### src/hdl/dbr_pkg.sv
/*
 * Shared constants for the bank, burst and refresh tracker of a DDR3-type
 * memory device: command encodings, address field positions, timing figures
 * and their cycle counts at the 250 MHz system clock.
 * Assumes a single system clock domain; the memory clock is sampled as data.
 */
// How it works
// - ACTIVE opens the row on the address bits in the bank named by BA.
// - PRECHARGE closes one bank or all; reactivation waits the precharge time.
// - Precharge to idle or precharging bank is accepted; last one restarts timing.
// - Address bit 12 picks burst in mode 00 or 01: low is chop of four, high eight beats.
// - Address bit 12 never forms part of the column address.
// - Eight beats when mode bits 1:0 are 00 or 01 and bit 12 high.
// - Write data setup or hold faults only corrupt the addressed location.
// - Write strobe faults only corrupt the addressed location; nothing hangs.
// - Refresh decodes from select, row, column strobes low and write high.
// - Refresh row comes from an internal counter; address pins ignored.
// - After refresh all banks are precharged and idle.
// - Up to eight refreshes pulled in give credit; more give none.
package dbr_pkg;

	localparam int CLK_MHZ  = 250;
	localparam int TRP_NS   = 15;
	localparam int TRFC_NS  = 110;
	localparam int TREFI_NS = 7800;

	// Least times round up, the interval rounds down
	localparam int TRP_CYC   = (TRP_NS * CLK_MHZ + 999) / 1000;
	localparam int TRFC_CYC  = (TRFC_NS * CLK_MHZ + 999) / 1000;
	localparam int TREFI_CYC = (TREFI_NS * CLK_MHZ) / 1000;

	localparam int NUM_BANKS   = 8;
	localparam int BANK_W      = 3;
	localparam int ADDR_W      = 13;
	localparam int COL_W       = 10;
	localparam int AP_BIT      = 10;
	localparam int BURST_BIT   = 12;
	localparam int CREDIT_LIM  = 8;
	localparam int CREDIT_W    = 5;
	localparam int TIMER_W     = 12;

	localparam logic [1:0] MR0_BL_RST = 2'h0;
	localparam logic [1:0] MR0_BL8    = 2'h0;
	localparam logic [1:0] MR0_OTF    = 2'h1;

	// Pin pattern {ras_n, cas_n, we_n} with select low
	localparam logic [2:0] PIN_MRS = 3'h0;
	localparam logic [2:0] PIN_REF = 3'h1;
	localparam logic [2:0] PIN_PRE = 3'h2;
	localparam logic [2:0] PIN_ACT = 3'h3;
	localparam logic [2:0] PIN_WR  = 3'h4;
	localparam logic [2:0] PIN_RD  = 3'h5;

	typedef enum logic [2:0] {
		OP_NOP  = 3'b000,
		OP_ACT  = 3'b001,
		OP_PRE  = 3'b010,
		OP_PREA = 3'b011,
		OP_RD   = 3'b100,
		OP_WR   = 3'b101,
		OP_REF  = 3'b110,
		OP_MRS  = 3'b111
	} dbr_op_t;

	typedef enum logic [1:0] {
		ST_READY   = 2'b00,
		ST_REFRESH = 2'b01
	} dbr_state_t;

	// {op, bank, addr, burst8, autopre}
	localparam int WORD_W = 3 + BANK_W + ADDR_W + 2;

endpackage

### src/hdl/dbr_fifo.sv
/*
 * Small valid/ready buffer whose width and depth are parameters.
 * Assumes both sides on clk_sys; ce low freezes it.
 */
`timescale 1ns/1ps
`default_nettype none
module dbr_fifo #(
	parameter int WIDTH = 8,
	parameter int DEPTH = 2
) (
	input  wire logic             clk_sys,
	input  wire logic             rst_n,
	input  wire logic             ce,
	input  wire logic             in_valid,
	output logic                  in_ready,
	input  wire logic [WIDTH-1:0] in_data,
	output logic                  out_valid,
	input  wire logic             out_ready,
	output logic      [WIDTH-1:0] out_data
);
	localparam int PW = (DEPTH > 1) ? $clog2(DEPTH) : 1;

	logic [WIDTH-1:0] mem [DEPTH];
	logic [PW-1:0]    wr_ptr;
	logic [PW-1:0]    rd_ptr;
	logic [PW:0]      count;

	wire push = ce & in_valid & in_ready;
	wire pop  = ce & out_valid & out_ready;

	assign in_ready  = (count != (PW+1)'(DEPTH));
	assign out_valid = (count != '0);
	assign out_data  = mem[rd_ptr];

	function automatic logic [PW-1:0] bump(input logic [PW-1:0] p);
		bump = (p == PW'(DEPTH - 1)) ? '0 : PW'(p + 1'b1);
	endfunction

	always_ff @(posedge clk_sys or negedge rst_n) begin
		if (!rst_n) begin
			wr_ptr <= '0;
			rd_ptr <= '0;
			count  <= '0;
		end else begin
			if (push)
				wr_ptr <= bump(wr_ptr);
			if (pop)
				rd_ptr <= bump(rd_ptr);
			if (push != pop)
				count <= push ? (PW+1)'(count + 1'b1) : (PW+1)'(count - 1'b1);
		end
	end

	always_ff @(posedge clk_sys) begin
		if (push)
			mem[wr_ptr] <= in_data;
	end

endmodule
`default_nettype wire

### src/hdl/dbr_core.sv
/*
 * Command side of a DDR3-type memory device: samples the command pins on
 * rising memory-clock edges, keeps per-bank open/idle state and rows,
 * precharge and refresh-cycle timing, burst selection, the internal refresh
 * row counter and the refresh credit. Decoded commands leave through a
 * two-entry buffer. Assumes the memory clock is far slower than clk_sys
 * (at least four system cycles per half period).
 */
`timescale 1ns/1ps
`default_nettype none
module dbr_core
	import dbr_pkg::*;
#(
	parameter int TRP_CYCLES   = TRP_CYC,
	parameter int TRFC_CYCLES  = TRFC_CYC,
	parameter int TREFI_CYCLES = TREFI_CYC,
	parameter int BUF_DEPTH    = 2
) (
	input  wire logic                  clk_sys,
	input  wire logic                  rst_n,
	input  wire logic                  ce,
	input  wire logic                  mem_ck,
	input  wire logic                  cs_n,
	input  wire logic                  ras_n,
	input  wire logic                  cas_n,
	input  wire logic                  we_n,
	input  wire logic [BANK_W-1:0]     ba,
	input  wire logic [ADDR_W-1:0]     addr,
	output logic                       cmd_valid,
	input  wire logic                  cmd_ready,
	output logic      [2:0]            cmd_op,
	output logic      [BANK_W-1:0]     cmd_bank,
	output logic      [ADDR_W-1:0]     cmd_addr,
	output logic                       cmd_burst8,
	output logic                       cmd_autopre,
	output logic      [NUM_BANKS-1:0]  bank_open,
	output logic      [ADDR_W-1:0]     refresh_row,
	output logic signed [CREDIT_W-1:0] refresh_credit,
	output logic                       refresh_busy,
	output logic                       timing_error,
	output logic                       cmd_overrun
);

	// Two-stage synchronisers for every pin
	localparam int PIN_W = 1 + 4 + BANK_W + ADDR_W;
	logic [PIN_W-1:0] pin_s1;
	logic [PIN_W-1:0] pin_s2;
	logic             ck_prev;

	always_ff @(posedge clk_sys or negedge rst_n) begin
		if (!rst_n) begin
			pin_s1  <= '0;
			pin_s2  <= '0;
			ck_prev <= 1'b0;
		end else if (ce) begin
			pin_s1  <= {mem_ck, cs_n, ras_n, cas_n, we_n, ba, addr};
			pin_s2  <= pin_s1;
			ck_prev <= pin_s2[PIN_W-1];
		end
	end

	wire                ck_s       = pin_s2[PIN_W-1];
	wire                cs_s_n     = pin_s2[PIN_W-2];
	wire [2:0]          pat_s      = pin_s2[PIN_W-3 -: 3];
	wire [BANK_W-1:0]   ba_s       = pin_s2[ADDR_W +: BANK_W];
	wire [ADDR_W-1:0]   addr_s     = pin_s2[ADDR_W-1:0];
	wire                ck_rise    = ce & ck_s & ~ck_prev;

	// Command decode on the sampled rising edge
	wire is_sel   = ~cs_s_n;
	wire dec_ref  = is_sel & (pat_s == PIN_REF);
	wire dec_act  = is_sel & (pat_s == PIN_ACT);
	wire dec_pre  = is_sel & (pat_s == PIN_PRE);
	wire dec_rd   = is_sel & (pat_s == PIN_RD);
	wire dec_wr   = is_sel & (pat_s == PIN_WR);
	wire dec_mrs  = is_sel & (pat_s == PIN_MRS) & (ba_s == '0);
	wire pre_all  = dec_pre & addr_s[AP_BIT];
	wire any_cmd  = is_sel & (pat_s != 3'h7);

	dbr_op_t dec_op;
	assign dec_op = dec_act ? OP_ACT :
			dec_pre ? (pre_all ? OP_PREA : OP_PRE) :
			dec_rd  ? OP_RD :
			dec_wr  ? OP_WR :
			dec_ref ? OP_REF :
			dec_mrs ? OP_MRS : OP_NOP;

	// Burst selection; bit 12 leaves the column field
	logic [1:0] mr0_bl;
	wire        bl_otf   = (mr0_bl == MR0_BL8) | (mr0_bl == MR0_OTF);
	wire        burst8   = bl_otf & addr_s[BURST_BIT];
	wire [ADDR_W-1:0] col_s = ADDR_W'(addr_s[COL_W-1:0]);

	// Per-bank state and precharge timers
	logic [ADDR_W-1:0]  open_row [NUM_BANKS];
	logic [TIMER_W-1:0] trp_cnt  [NUM_BANKS];
	logic [NUM_BANKS-1:0] trp_busy;
	logic [NUM_BANKS-1:0] bank_sel;

	assign bank_sel = NUM_BANKS'(1) << ba_s;

	genvar gi;
	generate
		for (gi = 0; gi < NUM_BANKS; gi++) begin : g_bank
			assign trp_busy[gi] = (trp_cnt[gi] != '0);
		end
	endgenerate

	wire sel_open  = |(bank_open & bank_sel);
	wire sel_trp   = |(trp_busy & bank_sel);
	wire all_quiet = (bank_open == '0) & (trp_busy == '0);

	// Refresh cycle timing
	dbr_state_t         state;
	logic [TIMER_W-1:0] trfc_cnt;
	logic [TIMER_W-1:0] refi_cnt;
	wire                tick_due = ce & (refi_cnt == '0);

	assign refresh_busy = (state == ST_REFRESH);

	// Protocol faults; decoding continues regardless
	wire err_act = dec_act & (sel_open | sel_trp);
	wire err_rw  = (dec_rd | dec_wr) & ~sel_open;
	wire err_ref = dec_ref & ~all_quiet;
	wire err_rfc = refresh_busy & any_cmd;
	wire err_pp  = tick_due & (refresh_credit == CREDIT_W'(CREDIT_LIM));
	wire err_now = ck_rise & (err_act | err_rw | err_ref | err_rfc);

	// Sticky until reset, since recovery needs full reinitialisation
	always_ff @(posedge clk_sys or negedge rst_n) begin
		if (!rst_n)
			timing_error <= 1'b0;
		else if (ce & (err_now | err_pp))
			timing_error <= 1'b1;
	end

	always_ff @(posedge clk_sys or negedge rst_n) begin
		if (!rst_n)
			mr0_bl <= MR0_BL_RST;
		else if (ck_rise & dec_mrs & ~refresh_busy)
			mr0_bl <= addr_s[1:0];
	end

	// Faulty write data only affects the array, never this state
	always_ff @(posedge clk_sys or negedge rst_n) begin
		if (!rst_n) begin
			bank_open <= '0;
			for (int b = 0; b < NUM_BANKS; b++)
				trp_cnt[b] <= '0;
		end else if (ce) begin
			for (int b = 0; b < NUM_BANKS; b++) begin
				if (ck_rise & (pre_all | (dec_pre & bank_sel[b]))) begin
					bank_open[b] <= 1'b0;
					trp_cnt[b]   <= TIMER_W'(TRP_CYCLES);
				end else begin
					if (ck_rise & dec_act & bank_sel[b] & ~err_act)
						bank_open[b] <= 1'b1;
					else if (ck_rise & (dec_rd | dec_wr) & bank_sel[b]
						& addr_s[AP_BIT] & bank_open[b])
						bank_open[b] <= 1'b0;
					else if (state == ST_REFRESH)
						bank_open[b] <= 1'b0;
					if (trp_busy[b])
						trp_cnt[b] <= TIMER_W'(trp_cnt[b] - 1'b1);
				end
			end
		end
	end

	always_ff @(posedge clk_sys) begin
		for (int b = 0; b < NUM_BANKS; b++)
			if (ce & ck_rise & dec_act & bank_sel[b] & ~err_act)
				open_row[b] <= addr_s;
	end

	always_ff @(posedge clk_sys or negedge rst_n) begin
		if (!rst_n) begin
			state    <= ST_READY;
			trfc_cnt <= '0;
		end else if (ce) begin
			unique case (state)
				ST_READY: begin
					if (ck_rise & dec_ref) begin
						state    <= ST_REFRESH;
						// Busy one edge short, so a command a full tRFC later passes
						trfc_cnt <= TIMER_W'(TRFC_CYCLES - 2);
					end
				end
				ST_REFRESH: begin
					if (trfc_cnt == '0)
						state <= ST_READY;
					else
						trfc_cnt <= TIMER_W'(trfc_cnt - 1'b1);
				end
			endcase
		end
	end

	// Internal refresh row counter, address pins play no part
	always_ff @(posedge clk_sys or negedge rst_n) begin
		if (!rst_n)
			refresh_row <= '0;
		else if (ck_rise & dec_ref & ~refresh_busy)
			refresh_row <= ADDR_W'(refresh_row + 1'b1);
	end

	// Refresh credit: positive is owed, negative is pulled in
	wire ref_taken = ck_rise & dec_ref & ~refresh_busy;
	wire at_floor  = (refresh_credit == -CREDIT_W'(CREDIT_LIM));
	wire at_ceil   = (refresh_credit == CREDIT_W'(CREDIT_LIM + 1));

	always_ff @(posedge clk_sys or negedge rst_n) begin
		if (!rst_n) begin
			refi_cnt       <= TIMER_W'(TREFI_CYCLES - 1);
			refresh_credit <= '0;
		end else if (ce) begin
			refi_cnt <= tick_due ? TIMER_W'(TREFI_CYCLES - 1)
					     : TIMER_W'(refi_cnt - 1'b1);
			if (tick_due & ~ref_taken & ~at_ceil)
				refresh_credit <= refresh_credit + CREDIT_W'(1);
			else if (ref_taken & ~tick_due & ~at_floor)
				refresh_credit <= refresh_credit - CREDIT_W'(1);
		end
	end

	// Hold stage ahead of the buffer; a word waits here while it is full
	logic              hold_valid;
	logic [WORD_W-1:0] hold_word;
	logic              buf_ready;
	logic [WORD_W-1:0] buf_word;
	wire               take     = ce & hold_valid & buf_ready;
	wire               new_word = ck_rise & (dec_op != OP_NOP);
	wire [ADDR_W-1:0]  word_addr = (dec_rd | dec_wr) ? col_s : addr_s;
	wire               word_ap   = (dec_rd | dec_wr) & addr_s[AP_BIT];

	always_ff @(posedge clk_sys or negedge rst_n) begin
		if (!rst_n) begin
			hold_valid  <= 1'b0;
			hold_word   <= '0;
			cmd_overrun <= 1'b0;
		end else if (ce) begin
			if (new_word & hold_valid & ~take)
				cmd_overrun <= 1'b1;
			if (new_word & (~hold_valid | take)) begin
				hold_valid <= 1'b1;
				hold_word  <= {dec_op, ba_s, word_addr, burst8, word_ap};
			end else if (take) begin
				hold_valid <= 1'b0;
			end
		end
	end

	dbr_fifo #(
		.WIDTH (WORD_W),
		.DEPTH (BUF_DEPTH)
	) u_buf (
		.clk_sys   (clk_sys),
		.rst_n     (rst_n),
		.ce        (ce),
		.in_valid  (hold_valid),
		.in_ready  (buf_ready),
		.in_data   (hold_word),
		.out_valid (cmd_valid),
		.out_ready (cmd_ready),
		.out_data  (buf_word)
	);

	assign cmd_op      = buf_word[WORD_W-1 -: 3];
	assign cmd_bank    = buf_word[WORD_W-4 -: BANK_W];
	assign cmd_addr    = buf_word[2 +: ADDR_W];
	assign cmd_burst8  = buf_word[1];
	assign cmd_autopre = buf_word[0];

endmodule
`default_nettype wire

### config.mk
export PLATFORM = sky130hd
export DESIGN_NAME = dbr_core
export DESIGN_NICKNAME = d
export VERILOG_FILES = /design/src/hdl/dbr_pkg.sv /design/src/hdl/dbr_fifo.sv /design/src/hdl/dbr_core.sv
export SDC_FILE = /design/constraint.sdc
export NUM_CORES = 1
export LEC_CHECK = 0
export BUFFER_PORTS_ARGS = -buffer_cell sky130_fd_sc_hd__buf_4
export CORE_MARGIN = 2
export CORE_UTILIZATION = 55
export CTS_CLUSTER_DIAMETER = 120
export DETAILED_ROUTE_END_ITERATION = 10
export PLACE_DENSITY = 0.84
export SYNTH_ARGS = -nofsm -noshare
export SYNTH_HDL_FRONTEND = slang
export SYNTH_SLANG_ARGS = --single-unit
### constraint.sdc
create_clock -name clk_sys -period 2.95 [get_ports clk_sys]
set_input_delay 0.59 -clock clk_sys [delete_from_list [all_inputs] [get_ports clk_sys]]
set_output_delay 0.59 -clock clk_sys [all_outputs]
set_load 0.01 [all_outputs]
Word-level counts from Yosys, hierarchy flattened
Memories as Yosys holds them, arrays and structs flattened.
Cells that the tools add are included.
{ "op_classes": {"muxes": 65, "n_mul": 0, "div": 0, "n_reduce_logical": 60, "n_bitwise": 126, "magnitude_cmp": 0, "addsub": 17, "n_eq_ne": 16, "shift": 1} }
{ "ops": {"columns": ["operator", "count"], "rows": [
  ["$mux W12", 19],
  ["$sub A12 B1 Y12 const B", 10],
  ["$and A1 B1 Y1", 96],
  ["$reduce_bool A12 Y1", 8],
  ["$reduce_and A2 Y1", 20],
  ["$mux W1", 32],
  ["$reduce_bool A4 Y1", 8],
  ["$logic_not A12 Y1", 2],
  ["$pmux W12 S2", 1],
  ["$reduce_bool A2 Y1", 11],
  ["$mux W3", 6],
  ["$and A8 B8 Y8", 2],
  ["$logic_not A8 Y1", 2],
  ["$or A1 B1 Y1", 16],
  ["$reduce_or A8 Y1", 2],
  ["$add A13 B1 Y13 const B", 1],
  ["$mux W13", 1],
  ["$not A1 Y1", 12],
  ["$eq A5 B5 Y1 const B", 2],
  ["$mux W5", 2],
  ["$shl A1 B3 Y8 const A", 1],
  ["$eq A3 B2 Y1 const B", 2],
  ["$eq A3 B3 Y1 const B", 2],
  ["$logic_not A3 Y1", 2],
  ["17 further kinds", 25]
]} }
{ "word_totals": {"wordCells": 318, "mem_bits_ro": 0, "output_inout_bits": 51, "latch_bits": 0, "in_bits": 25, "mem_bits_rw": 42, "ff_bits": 221, "mem_count": 1} }
{ "mem_list": {"columns": ["memory", "depth", "word_bits", "read_ports", "rd_ports_with_merged_regs", "write_ports", "line", "text"], "rows": [
  ["u_buf.mem", 2, 21, 1, 0, 1, "dbr_fifo.sv:23", "logic [WIDTH-1:0] mem [DEPTH];"]
]} }

Depth between registers and ports, before layout
Gate-level depths: netlist of run 1.
{ "logic_depth": {"word_depth": 14, "depth_mapped": 13, "depth_no_buf": 13} }

By module
A second synthesis of run 1 with hierarchy kept.
{ "unflattened": {"cells_unflattened": 1070, "hier_area_um2": 12135.4} }
{ "modules_own_cells": {"columns": ["mod", "area_each_um2", "seq_area_each_um2", "cells_per_inst", "instances"], "rows": [
  ["dbr_core", 10377.5, 5390.2, 983, 1],
  ["dbr_fifo", 1757.9, 1361.3, 87, 1]
]} }

Least setup slack after synthesis of run 1
OpenSTA, ideal clock, no wires.
{ "synth_path": {"path_kind": "input port to flip-flop", "from": "in ce", "to": "reg refresh_credit[4]", "setup_time_ns": 0.087, "setup_slack_ns": -0.282, "t_arrival_ns": 3.145, "stages": 11, "t_required_ns": 2.863, "n_path_buf": 1, "path_cell_list": "buf_2 nor3b_1 nand4_1 a211oi_2 inv_1 ha_1 nor2b_1 o21ai_0 nand2b_1 a311o_1 a22oi_1"} }
{ "synth_between": {"elab_chain_cells": 9, "elab_cells_between_ends": 14, "cone_classes": "1 x mux; 11 x bitwise; 2 x reduce/logical"} }
{ "synth_lines": {"columns": ["item", "line", "text"], "rows": [
  ["start: declaration", "dbr_core.sv:21", "input wire logic ce,"],
  ["$and A1 B1 Y1 (2 in series)", "dbr_core.sv:67", "wire ck_rise = ce & ck_s & ~ck_prev;"],
  ["$and A1 B1 Y1 (2 in series)", "dbr_core.sv:208", "wire ref_taken = ck_rise & dec_ref & ~refresh_busy;"],
  ["$not A1 Y1", "dbr_core.sv:219", "if (tick_due & ~ref_taken & ~at_ceil)"],
  ["$and A1 B1 Y1 (2 in series)", "dbr_core.sv:219", null],
  ["$reduce_bool A2 Y1 (no line)", null, null],
  ["$reduce_and A2 Y1 (no line)", null, null],
  ["end signal: assignment", "dbr_core.sv:220", "refresh_credit <= refresh_credit + CREDIT_W'(1);"],
  ["end signal: assignment", "dbr_core.sv:222", "refresh_credit <= refresh_credit - CREDIT_W'(1);"],
  ["end: declaration", "dbr_core.sv:38", "output logic signed [CREDIT_W-1:0] refresh_credit,"]
]} }
Several ways; a longest one is shown, not always the timed one.
A chain may end at the register's enable or synchronous reset.

Worst setup path after layout of run 1
{ "layout_path": {"from": "reg refi_cnt[5]", "to": "reg refresh_credit[4]"} }
{ "layout_between": {"elab_chain_cells": 7, "elab_cells_between_ends": 10, "cone_classes": "1 x mux; 6 x bitwise; 3 x reduce/logical"} }
{ "layout_lines": {"columns": ["item", "line", "text"], "rows": [
  ["start: declaration", "dbr_core.sv:116", "logic [TIMER_W-1:0] refi_cnt;"],
  ["start signal: assignment", "dbr_core.sv:214", "refi_cnt <= TIMER_W'(TREFI_CYCLES - 1);"],
  ["start signal: assignment", "dbr_core.sv:217", "refi_cnt <= tick_due ? TIMER_W'(TREFI_CYCLES - 1)"],
  ["$logic_not A12 Y1 (*)", "dbr_core.sv:117", "wire tick_due = ce & (refi_cnt == '0);"],
  ["$and A1 B1 Y1 (*)", "dbr_core.sv:117", null],
  ["$not A1 Y1", "dbr_core.sv:221", "else if (ref_taken & ~tick_due & ~at_floor)"],
  ["$and A1 B1 Y1 (2 in series)", "dbr_core.sv:221", null],
  ["$reduce_bool A2 Y1 (no line)", null, null],
  ["$reduce_and A2 Y1 (no line)", null, null]
]} }
Mark *: on every way between the ends. The rest lies on a longest branch, timed or not.

==> key figures, run 1 <==
Run status
  – Outcome: completed

Global route
  – Number of global-route vias before repair: 8913
  – First-pass GRT wire length: 43900 µm
  – Antenna violations before repair: 0
  – Total track usage: 0.223
  – Largest net degree at the start of global routing: 85
  – GRT Residual Overflow: 0

Timing
  – Crit share post-route: 0.954
  – Count of endpoints failing hold in the final timing report: 0
  – Final max-slew violation count: 0
  – Final-layout setup total negative slack: 0 ns
  – Final Worst Setup Slack: 0.136 ns
  – Total setup violations reported at the end of the flow: 0
  – Maximum clock skew at final layout: 0.0200 ns
  – Worst Max-Slew Pin Slew: 0.672 ns
  – Achievable clock frequency: 355 MHz
  – Min Tclk post-route: 2.81 ns
  – Slew margin rel.: 0.552

Cells and area
  – Commonest non-fill, non-tap cells in the layout: 210 x dfrtp_1, 124 x buf_4, 122 x nand2_1
  – Antenna fix cells: 0
  – Final cell utilization of the core: 0.662
  – Area Overhead vs Synth: 18.0%
  – Most frequent standard cell in the layout excluding fill and tap cells: dfrtp_1
  – Fill cell total of the finished layout: 1600
  – Non-filler instance count after layout: 1536
  – Final-stage net count: 1284
  – Area of combinational cells with multiple inputs: 5270 µm²
  – Sequential standard cell area: 6750 µm²
  – Fraction of layout instances using a drive strength above 1: 0.224

Power
  – Relative contribution of combinational cells to total power: 0.274
  – Sequential group share of total power: 0.451
  – Cell Int Power: 9040 µW
  – Max VDD drop: 630 µV
  – Power density of the placed cells: 934 nW/µm²
  – Switching pwr: 4500 µW
  – Static leakage power: 0.00627 µW
  – Net switching fraction of the power: 0.332
  – Clk pwr share: 0.275

Route
  – Post-detailed-route wirelength per cell: 17.1 µm
  – Total routed wirelength: 26300 µm
  – Starting DRC count in detailed routing: 590
  – Vias after detailed routing: 8922
  – Remaining design rule violation count: 0
  – DR pass1 iterations: 5
  – Average vias per placed instance: 5.81
  – Number of nets still failing antenna checks after routing: 0

Place
  – Pre-CTS setup slack: 0.0177 ns
  – Dpl hpwl: 17500 µm
  – Routability cong.: 0.863
  – Buffers added on ports: 75
  – Number of cells in the design after placement: 1483

Worst setup path
  – Crit-path cells: nor4_4 > buf_4 > nand4_1 > a211oi_2 > inv_2 > ha_4 > nor2b_1 > o21ai_1 > nand4b_1 > nor2_1 > a311o_1 > a22oi_1
  – Worst Path Max Fanout: 4
  – Crit start category: register
  – Path type of the worst setup path: reg2reg
  – CP max-delay cell: dfrtp_2
  – Setup crit end kind: register
  – Worst path top cell family by delay: compound AO/OA/AOI/OAI gates
  – Max incr delay on CP: 0.44 ns
  – Arrival time of data at the critical path endpoint: 3.25 ns
  – Buf+Inv Stages, Crit Path: 2
  – Critical Path RT: 3.39 ns

Synth
  – Ys flop type: dfrtp_1
  – Cells after synthesis: 1119
  – Yosys warnings: 0
  – Yosys top cell by area: dfrtp_1
  – Post-Syn Area: 12300 µm²
  – Count of flip-flops with a built-in enable after synthesis: 42
  – Distinct cell type count of the synthesized netlist: 74
  – Share of the yosys chip area belonging to registers: 0.550
  – Net count after synthesis: 1168
  – Fraction of registers with async set/reset: 0.839
  – Top cells by area in the synthesized netlist: dfrtp_1 43%, edfxtp_1 10%, mux2_2 5.9%
  – Portion of synthesized cell area occupied by the leading cell type: 0.430
  – Synthesis-stage register bit count: 261
  – Synthesized area per cell: 11.0 µm²

Die
  – Area enclosed by the die boundary: 23500 µm²
  – Total I/O pin count: 76
  – Overall die height: 153 µm
  – Initial Util: 0.561
  – Count of standard-cell rows: 54
  – Core outline area: 21900 µm²
  – Overall die width: 153 µm

Clock tree
  – Clock latency of the later-clocked register in the worst-skew pair: 0.54 ns
  – Max Buffers Root-to-Sink: 3
  – TritonCTS Sinks: 261
  – Clock-pin slew of the registers on the worst-case setup and hold paths: 0.06 ns
  – Number of hold buffers added after cts: 0
  – H-Tree Level Count: 1
  – CTS tree: done
  – Number of buffers created by CTS: 27
  – CTS Root Buffer Type: clkbuf_16

Flow run
  – Number of maximum-capacitance violations: 0

Worst hold path
  – Classification of the worst-slack hold path: in2async
[Yosys cell counts (all sizes together), types with 29 or more instances]
library cell,instances
mux2,64
nor3,34
nand2,122
nand3,29
o21ai,37
xnor2,55
edfxtp,42
xor2,45
inv,36
dfrtp,211
nor2,123
[power groups by stage]
| stage | logic (µW) | clock network, µW | registers, µW |
|---|---|---|---|
| final | 3710 | 3730 | 6100 |
| after global routing | 4150 | 3940 | 6270 |
| after CTS | 3700 | 3780 | 6050 |
| after detailed placement | 3630 | 0 | 6080 |
| after global placement | 3480 | 0 | 6000 |
| after floorplan | 2630 | 0 | 5820 |
[what timing repair did]
action                     4_1_cts  5_1_grt
gates resized for setup          0        5
setup buffers                    0        3
setup endpoints to repair        0        1
[registers in the layout (all words and copies together), names as in the netlist]
register	flops
pin_s1	21
refresh_credit	5
timing_error	1
trp_cnt	96
mr0_bl	1
u_buf.mem	42
cmd_overrun	1
ck_prev	1
state	1
pin_s2	21
hold_valid	1
hold_word	21
refi_cnt	12
refresh_row	13
u_buf.count	2
u_buf.rd_ptr	1
trfc_cnt	12
bank_open	8
u_buf.wr_ptr	1
[metal layers]
metal | vias to the layer above | global-route usage | wire [µm]
met3 | 49 | 0.0312 | 1370
met2 | 269 | 0.384 | 13400
met4 | 0 | 0.0651 | 642
met5 | - | 0 | 0
li1 | 4189 | - | -
met1 | 4415 | 0.299 | 11000
[cell families after synthesis]
kind of cell	Yosys count	share of synthesized area
xor+xnor	100	0.0713
fa+ha+maj	24	0.0251
compound gates	146	0.0849
mux	65	0.0595
flops	261	0.550
buf+inv	77	0.0255
simple gates	446	0.184
[through the flow]
stage | power (µW) | area, µm² | hold slack (ns)
after floorplan | 8450 | 12300 | 0.294
after global placement | 9470 | 13500 | 0.442
after detailed placement | 9720 | 13500 | 0.457
after CTS | 13500 | 14500 | 0.0779
after global routing | 14400 | 14500 | 0.115
final | 13500 | 14500 | 0.0665
[final cells by class]
type	count	share of cell area
repair buffers	128	0.0694
clock buffers	28	0.0469
flip-flops and latches	261	0.466
well taps	280	0.0242
inverters	36	0.00932
multi-input cells	781	0.363
clock inverters	22	0.0211
[final timing paths]
kind | from | end | slack, ns | depth (start not counted)
min in group clk_sys | cas_n | pin_s1[17]$_DFFE_PN0P_ | 0.28 | 2
worst min-delay path | rst_n | trp_cnt[6]$_DFFE_PN0P_ | 0.07 | 1
worst max register to register | refi_cnt[5]$_DFFE_PN0P_ | refresh_credit[4]$_DFFE_PN0P_ | 0.14 | 12
worst max-delay path | refi_cnt[5]$_DFFE_PN0P_ | refresh_credit[4]$_DFFE_PN0P_ | 0.14 | 12
max in group asynchronous | rst_n | trp_cnt[94]$_DFFE_PN0P_ | 2.04 | 2
worst min register to register | pin_s2[0]$_DFFE_PN0P_ | hold_word[2]$_DFFE_PN0P_ | 0.47 | 2
Note: power is estimated with default switching activity, not from simulation.
==> run 2, diff against run 1 <==
--- a/config.mk
+++ b/config.mk
@@ -7,10 +7,11 @@
 export LEC_CHECK = 0
 export BUFFER_PORTS_ARGS = -buffer_cell sky130_fd_sc_hd__buf_4
 export CORE_MARGIN = 2
-export CORE_UTILIZATION = 55
+export CORE_UTILIZATION = 35
 export CTS_CLUSTER_DIAMETER = 120
+export CTS_CLUSTER_SIZE = 10
 export DETAILED_ROUTE_END_ITERATION = 10
-export PLACE_DENSITY = 0.84
+export PLACE_DENSITY = 0.61
 export SYNTH_ARGS = -nofsm -noshare
 export SYNTH_HDL_FRONTEND = slang
 export SYNTH_SLANG_ARGS = --single-unit
==> constraint.sdc (replaced) <==
create_clock -name clk_sys -period 2.95 [get_ports clk_sys]
set_input_delay 0.885 -clock clk_sys [delete_from_list [all_inputs] [get_ports clk_sys]]
set_output_delay 0.885 -clock clk_sys [all_outputs]
set_load 0.01 [all_outputs]
==> key figures, run 2 (synthesized netlist as in run 1, its figures left out) <==
Clock tree
  – CTS Root Buffer Type: clkbuf_16 (unchanged)
  – Max Buffers Root-to-Sink: 3 (unchanged)
  – CTS tree: done (unchanged)
  – H-Tree Level Count: 1 (unchanged)
  – TritonCTS Sinks: 261 (unchanged)
  – Clock-pin slew of the registers on the worst-case setup and hold paths: 0.06 ns (about the same)
  – Clock latency of the later-clocked register in the worst-skew pair: 0.57 ns (was 0.54 ns)
  – Number of hold buffers added after cts: 0 (unchanged)
  – Number of buffers created by CTS: 30 (was 27)

Worst setup path
  – Setup crit end kind: register (unchanged)
  – Worst path top cell family by delay: simple AND/OR/NAND/NOR gates (was compound AO/OA/AOI/OAI gates)
  – R2r startpoint: pin_s2[13]$_DFFE_PN0P_ (was refi_cnt[5]$_DFFE_PN0P_)
  – Max incr delay on CP: 0.73 ns (was 0.44 ns)
  – FF-to-FF End: bank_open[4]$_DFFE_PN0P_ (was refresh_credit[4]$_DFFE_PN0P_)
  – Buf+Inv Stages, Crit Path: 0 (was 2)
  – Worst Path Max Fanout: 12 (was 4)
  – CP max-delay cell: or4_1 (was dfrtp_2)
  – Worst setup slack for register-to-register paths: 0.21 ns (was 0.14 ns)
  – Crit-path cells: nor3b_1 > a311o_1 > a221o_1 > nand4b_1 > or4_1 > o31ai_4 (was nor4_4 > buf_4 > nand4_1 > a211oi_2 > inv_2 > ha_4 > nor2b_1 > o21ai_1 > nand4b_1 > nor2_1 > a311o_1 > a22oi_1)
  – Arrival time of data at the critical path endpoint: 3.20 ns (was 3.25 ns)
  – Path type of the worst setup path: reg2reg (unchanged)
  – Logic depth of the worst register-to-register path: 6 (was 12)
  – Crit start category: register (unchanged)
  – Critical Path RT: 3.42 ns (was 3.39 ns)

Cells and area
  – Final cell utilization of the core: 0.427 (was 0.662)
  – Most flop-heavy register: trp_cnt (unchanged)
  – Registers with the highest flip-flop counts: trp_cnt: 96 flops, u_buf.mem: 42 flops (unchanged)
  – Final-stage net count: 1308 (was 1284)
  – Fraction of layout instances using a drive strength above 1: 0.224 (about the same)
  – Most frequent standard cell in the layout excluding fill and tap cells: dfrtp_1 (unchanged)
  – Antenna fix cells: 0 (unchanged)
  – Fill cell total of the finished layout: 3291 (was 1600)
  – Max FFs per register: 96 (unchanged)
  – Commonest non-fill, non-tap cells in the layout: 211 x dfrtp_1, 143 x buf_4, 122 x nand2_1 (was 210 x dfrtp_1, 124 x buf_4, 122 x nand2_1)
  – Area Overhead vs Synth: 20.1% (was 18.0%)

Timing
  – Min Tclk post-route: 2.74 ns (was 2.81 ns)
  – Setup repair after global routing missed its margin: no
  – Final-layout setup total negative slack: 0 ns (unchanged)
  – Crit share post-route: 0.928 (was 0.954)
  – Worst Max-Slew Pin Slew: 0.650 ns (was 0.672 ns)
  – Count of endpoints failing hold in the final timing report: 0 (unchanged)
  – Maximum clock skew at final layout: 0.0312 ns (was 0.0200 ns)
  – Achievable clock frequency: 365 MHz (was 355 MHz)
  – Final max-slew violation count: 0 (unchanged)
  – Slew margin rel.: 0.567 (was 0.552)
  – Total setup violations reported at the end of the flow: 0 (unchanged)

Run status
  – Outcome: completed (unchanged)

Route
  – Total routed wirelength: 26800 µm (was 26300 µm)
  – DR pass1 iterations: 7 (was 5)
  – Remaining design rule violation count: 0 (unchanged)
  – Post-detailed-route wirelength per cell: 15.5 µm (was 17.1 µm)
  – Number of nets still failing antenna checks after routing: 0 (unchanged)
  – Average vias per placed instance: 5.01 (was 5.81)
  – Starting DRC count in detailed routing: 449 (was 590)
  – Vias after detailed routing: 8665 (was 8922)

Die
  – Initial Util: 0.356 (was 0.561)
  – Overall die width: 191 µm (was 153 µm)
  – Area enclosed by the die boundary: 36600 µm² (was 23500 µm²)
  – Core outline area: 34500 µm² (was 21900 µm²)
  – Overall die height: 191 µm (was 153 µm)
  – Total I/O pin count: 76 (unchanged)
  – Count of standard-cell rows: 68 (was 54)

Power
  – Power after layout: 13000 µW (was 13500 µW)
  – Static leakage power: 0.00631 µW (was 0.00627 µW)
  – Max VDD drop: 636 µV (was 630 µV)
  – Power density of the placed cells: 884 nW/µm² (was 934 nW/µm²)

Place
  – Buffers added on ports: 75 (unchanged)
  – Dpl hpwl: 18600 µm (was 17500 µm)
  – Routability cong.: 0.790 (was 0.863)

Flow run
  – Number of maximum-capacitance violations: 0 (unchanged)

Global route
  – Largest net degree at the start of global routing: 74 (was 85)
  – Number of global-route vias before repair: 8696 (was 8913)
  – Total track usage: 0.150 (was 0.223)
  – GRT Residual Overflow: 0 (unchanged)
  – Antenna violations before repair: 0 (unchanged)
  – First-pass GRT wire length: 44700 µm (was 43900 µm)

Worst hold path
  – Classification of the worst-slack hold path: in2async (unchanged)
-- run 2: stage by stage --
| step | hold WS (ns) | instance area (µm²) | std cells | worst slack (ns) |
|---|---|---|---|---|
| finish | 0.313 | 14800 | 1730 | 0.211 |
| detailed placement | 0.452 | 13900 | 1682 | -0.0918 |
| CTS | 0.323 | 14700 | 1730 | 0.186 |
| floorplan | 0.435 | 12300 | 1119 | -0.189 |
| global route | 0.349 | 14800 | 1730 | 0.0332 |
| global placement | 0.444 | 13900 | 1682 | -0.0887 |
-- run 2: final cells by class --
class	instances	area, µm²	share of cell area
Sequential cell	261	6750	0.458
Multi-Input combinational cell	781	5260	0.356
Clock inverter	2	38.8	0.00263
Inverter	36	135	0.00916
Timing Repair Buffer	149	1190	0.0806
Clock buffer	46	811	0.0550
Tap cell	455	569	0.0386
-- run 2: timing repair --
action | CTS | global route
buffers inserted | 0 | 0
gates resized for setup | 0 | 1
endpoints found under the setup margin | 0 | 19
-- run 2: metal layers --
metal | vias up | wire, µm | part of all wire | GRT usage
met5 | - | 0 | 0 | 0
met4 | 0 | 676 | 0.025 | 0.0402
li1 | 4225 | - | - | -
met3 | 39 | 914 | 0.034 | 0.0222
met2 | 145 | 12300 | 0.46 | 0.244
met1 | 4256 | 12900 | 0.48 | 0.210
-- run 2: how the worst max path moves through the flow --
stage | start | to | slack [ns] | cells after the start
2_1_floorplan | ce | refresh_credit[4]$_DFFE_PN0P_ | -0.19 | 11
4_1_cts | pin_s2[13]$_DFFE_PN0P_ | hold_word[0]$_DFFE_PN0P_ | 0.19 | 9
3_3_place_gp | ce | refresh_credit[4]$_DFFE_PN0P_ | -0.09 | 11
6_report | pin_s2[13]$_DFFE_PN0P_ | bank_open[4]$_DFFE_PN0P_ | 0.21 | 6
3_5_place_dp | ce | refresh_credit[4]$_DFFE_PN0P_ | -0.09 | 11
5_1_grt | refresh_credit[3]$_DFFE_PN0P_ | refresh_credit[4]$_DFFE_PN0P_ | 0.03 | 11
-- run 2: power by group --
group | leakage, µW | switching [µW] | internal (µW)
Sequential | 0.00309 | 1070 | 4950
Clock | 0.000405 | 1410 | 1870
Combinational | 0.00281 | 1900 | 1840
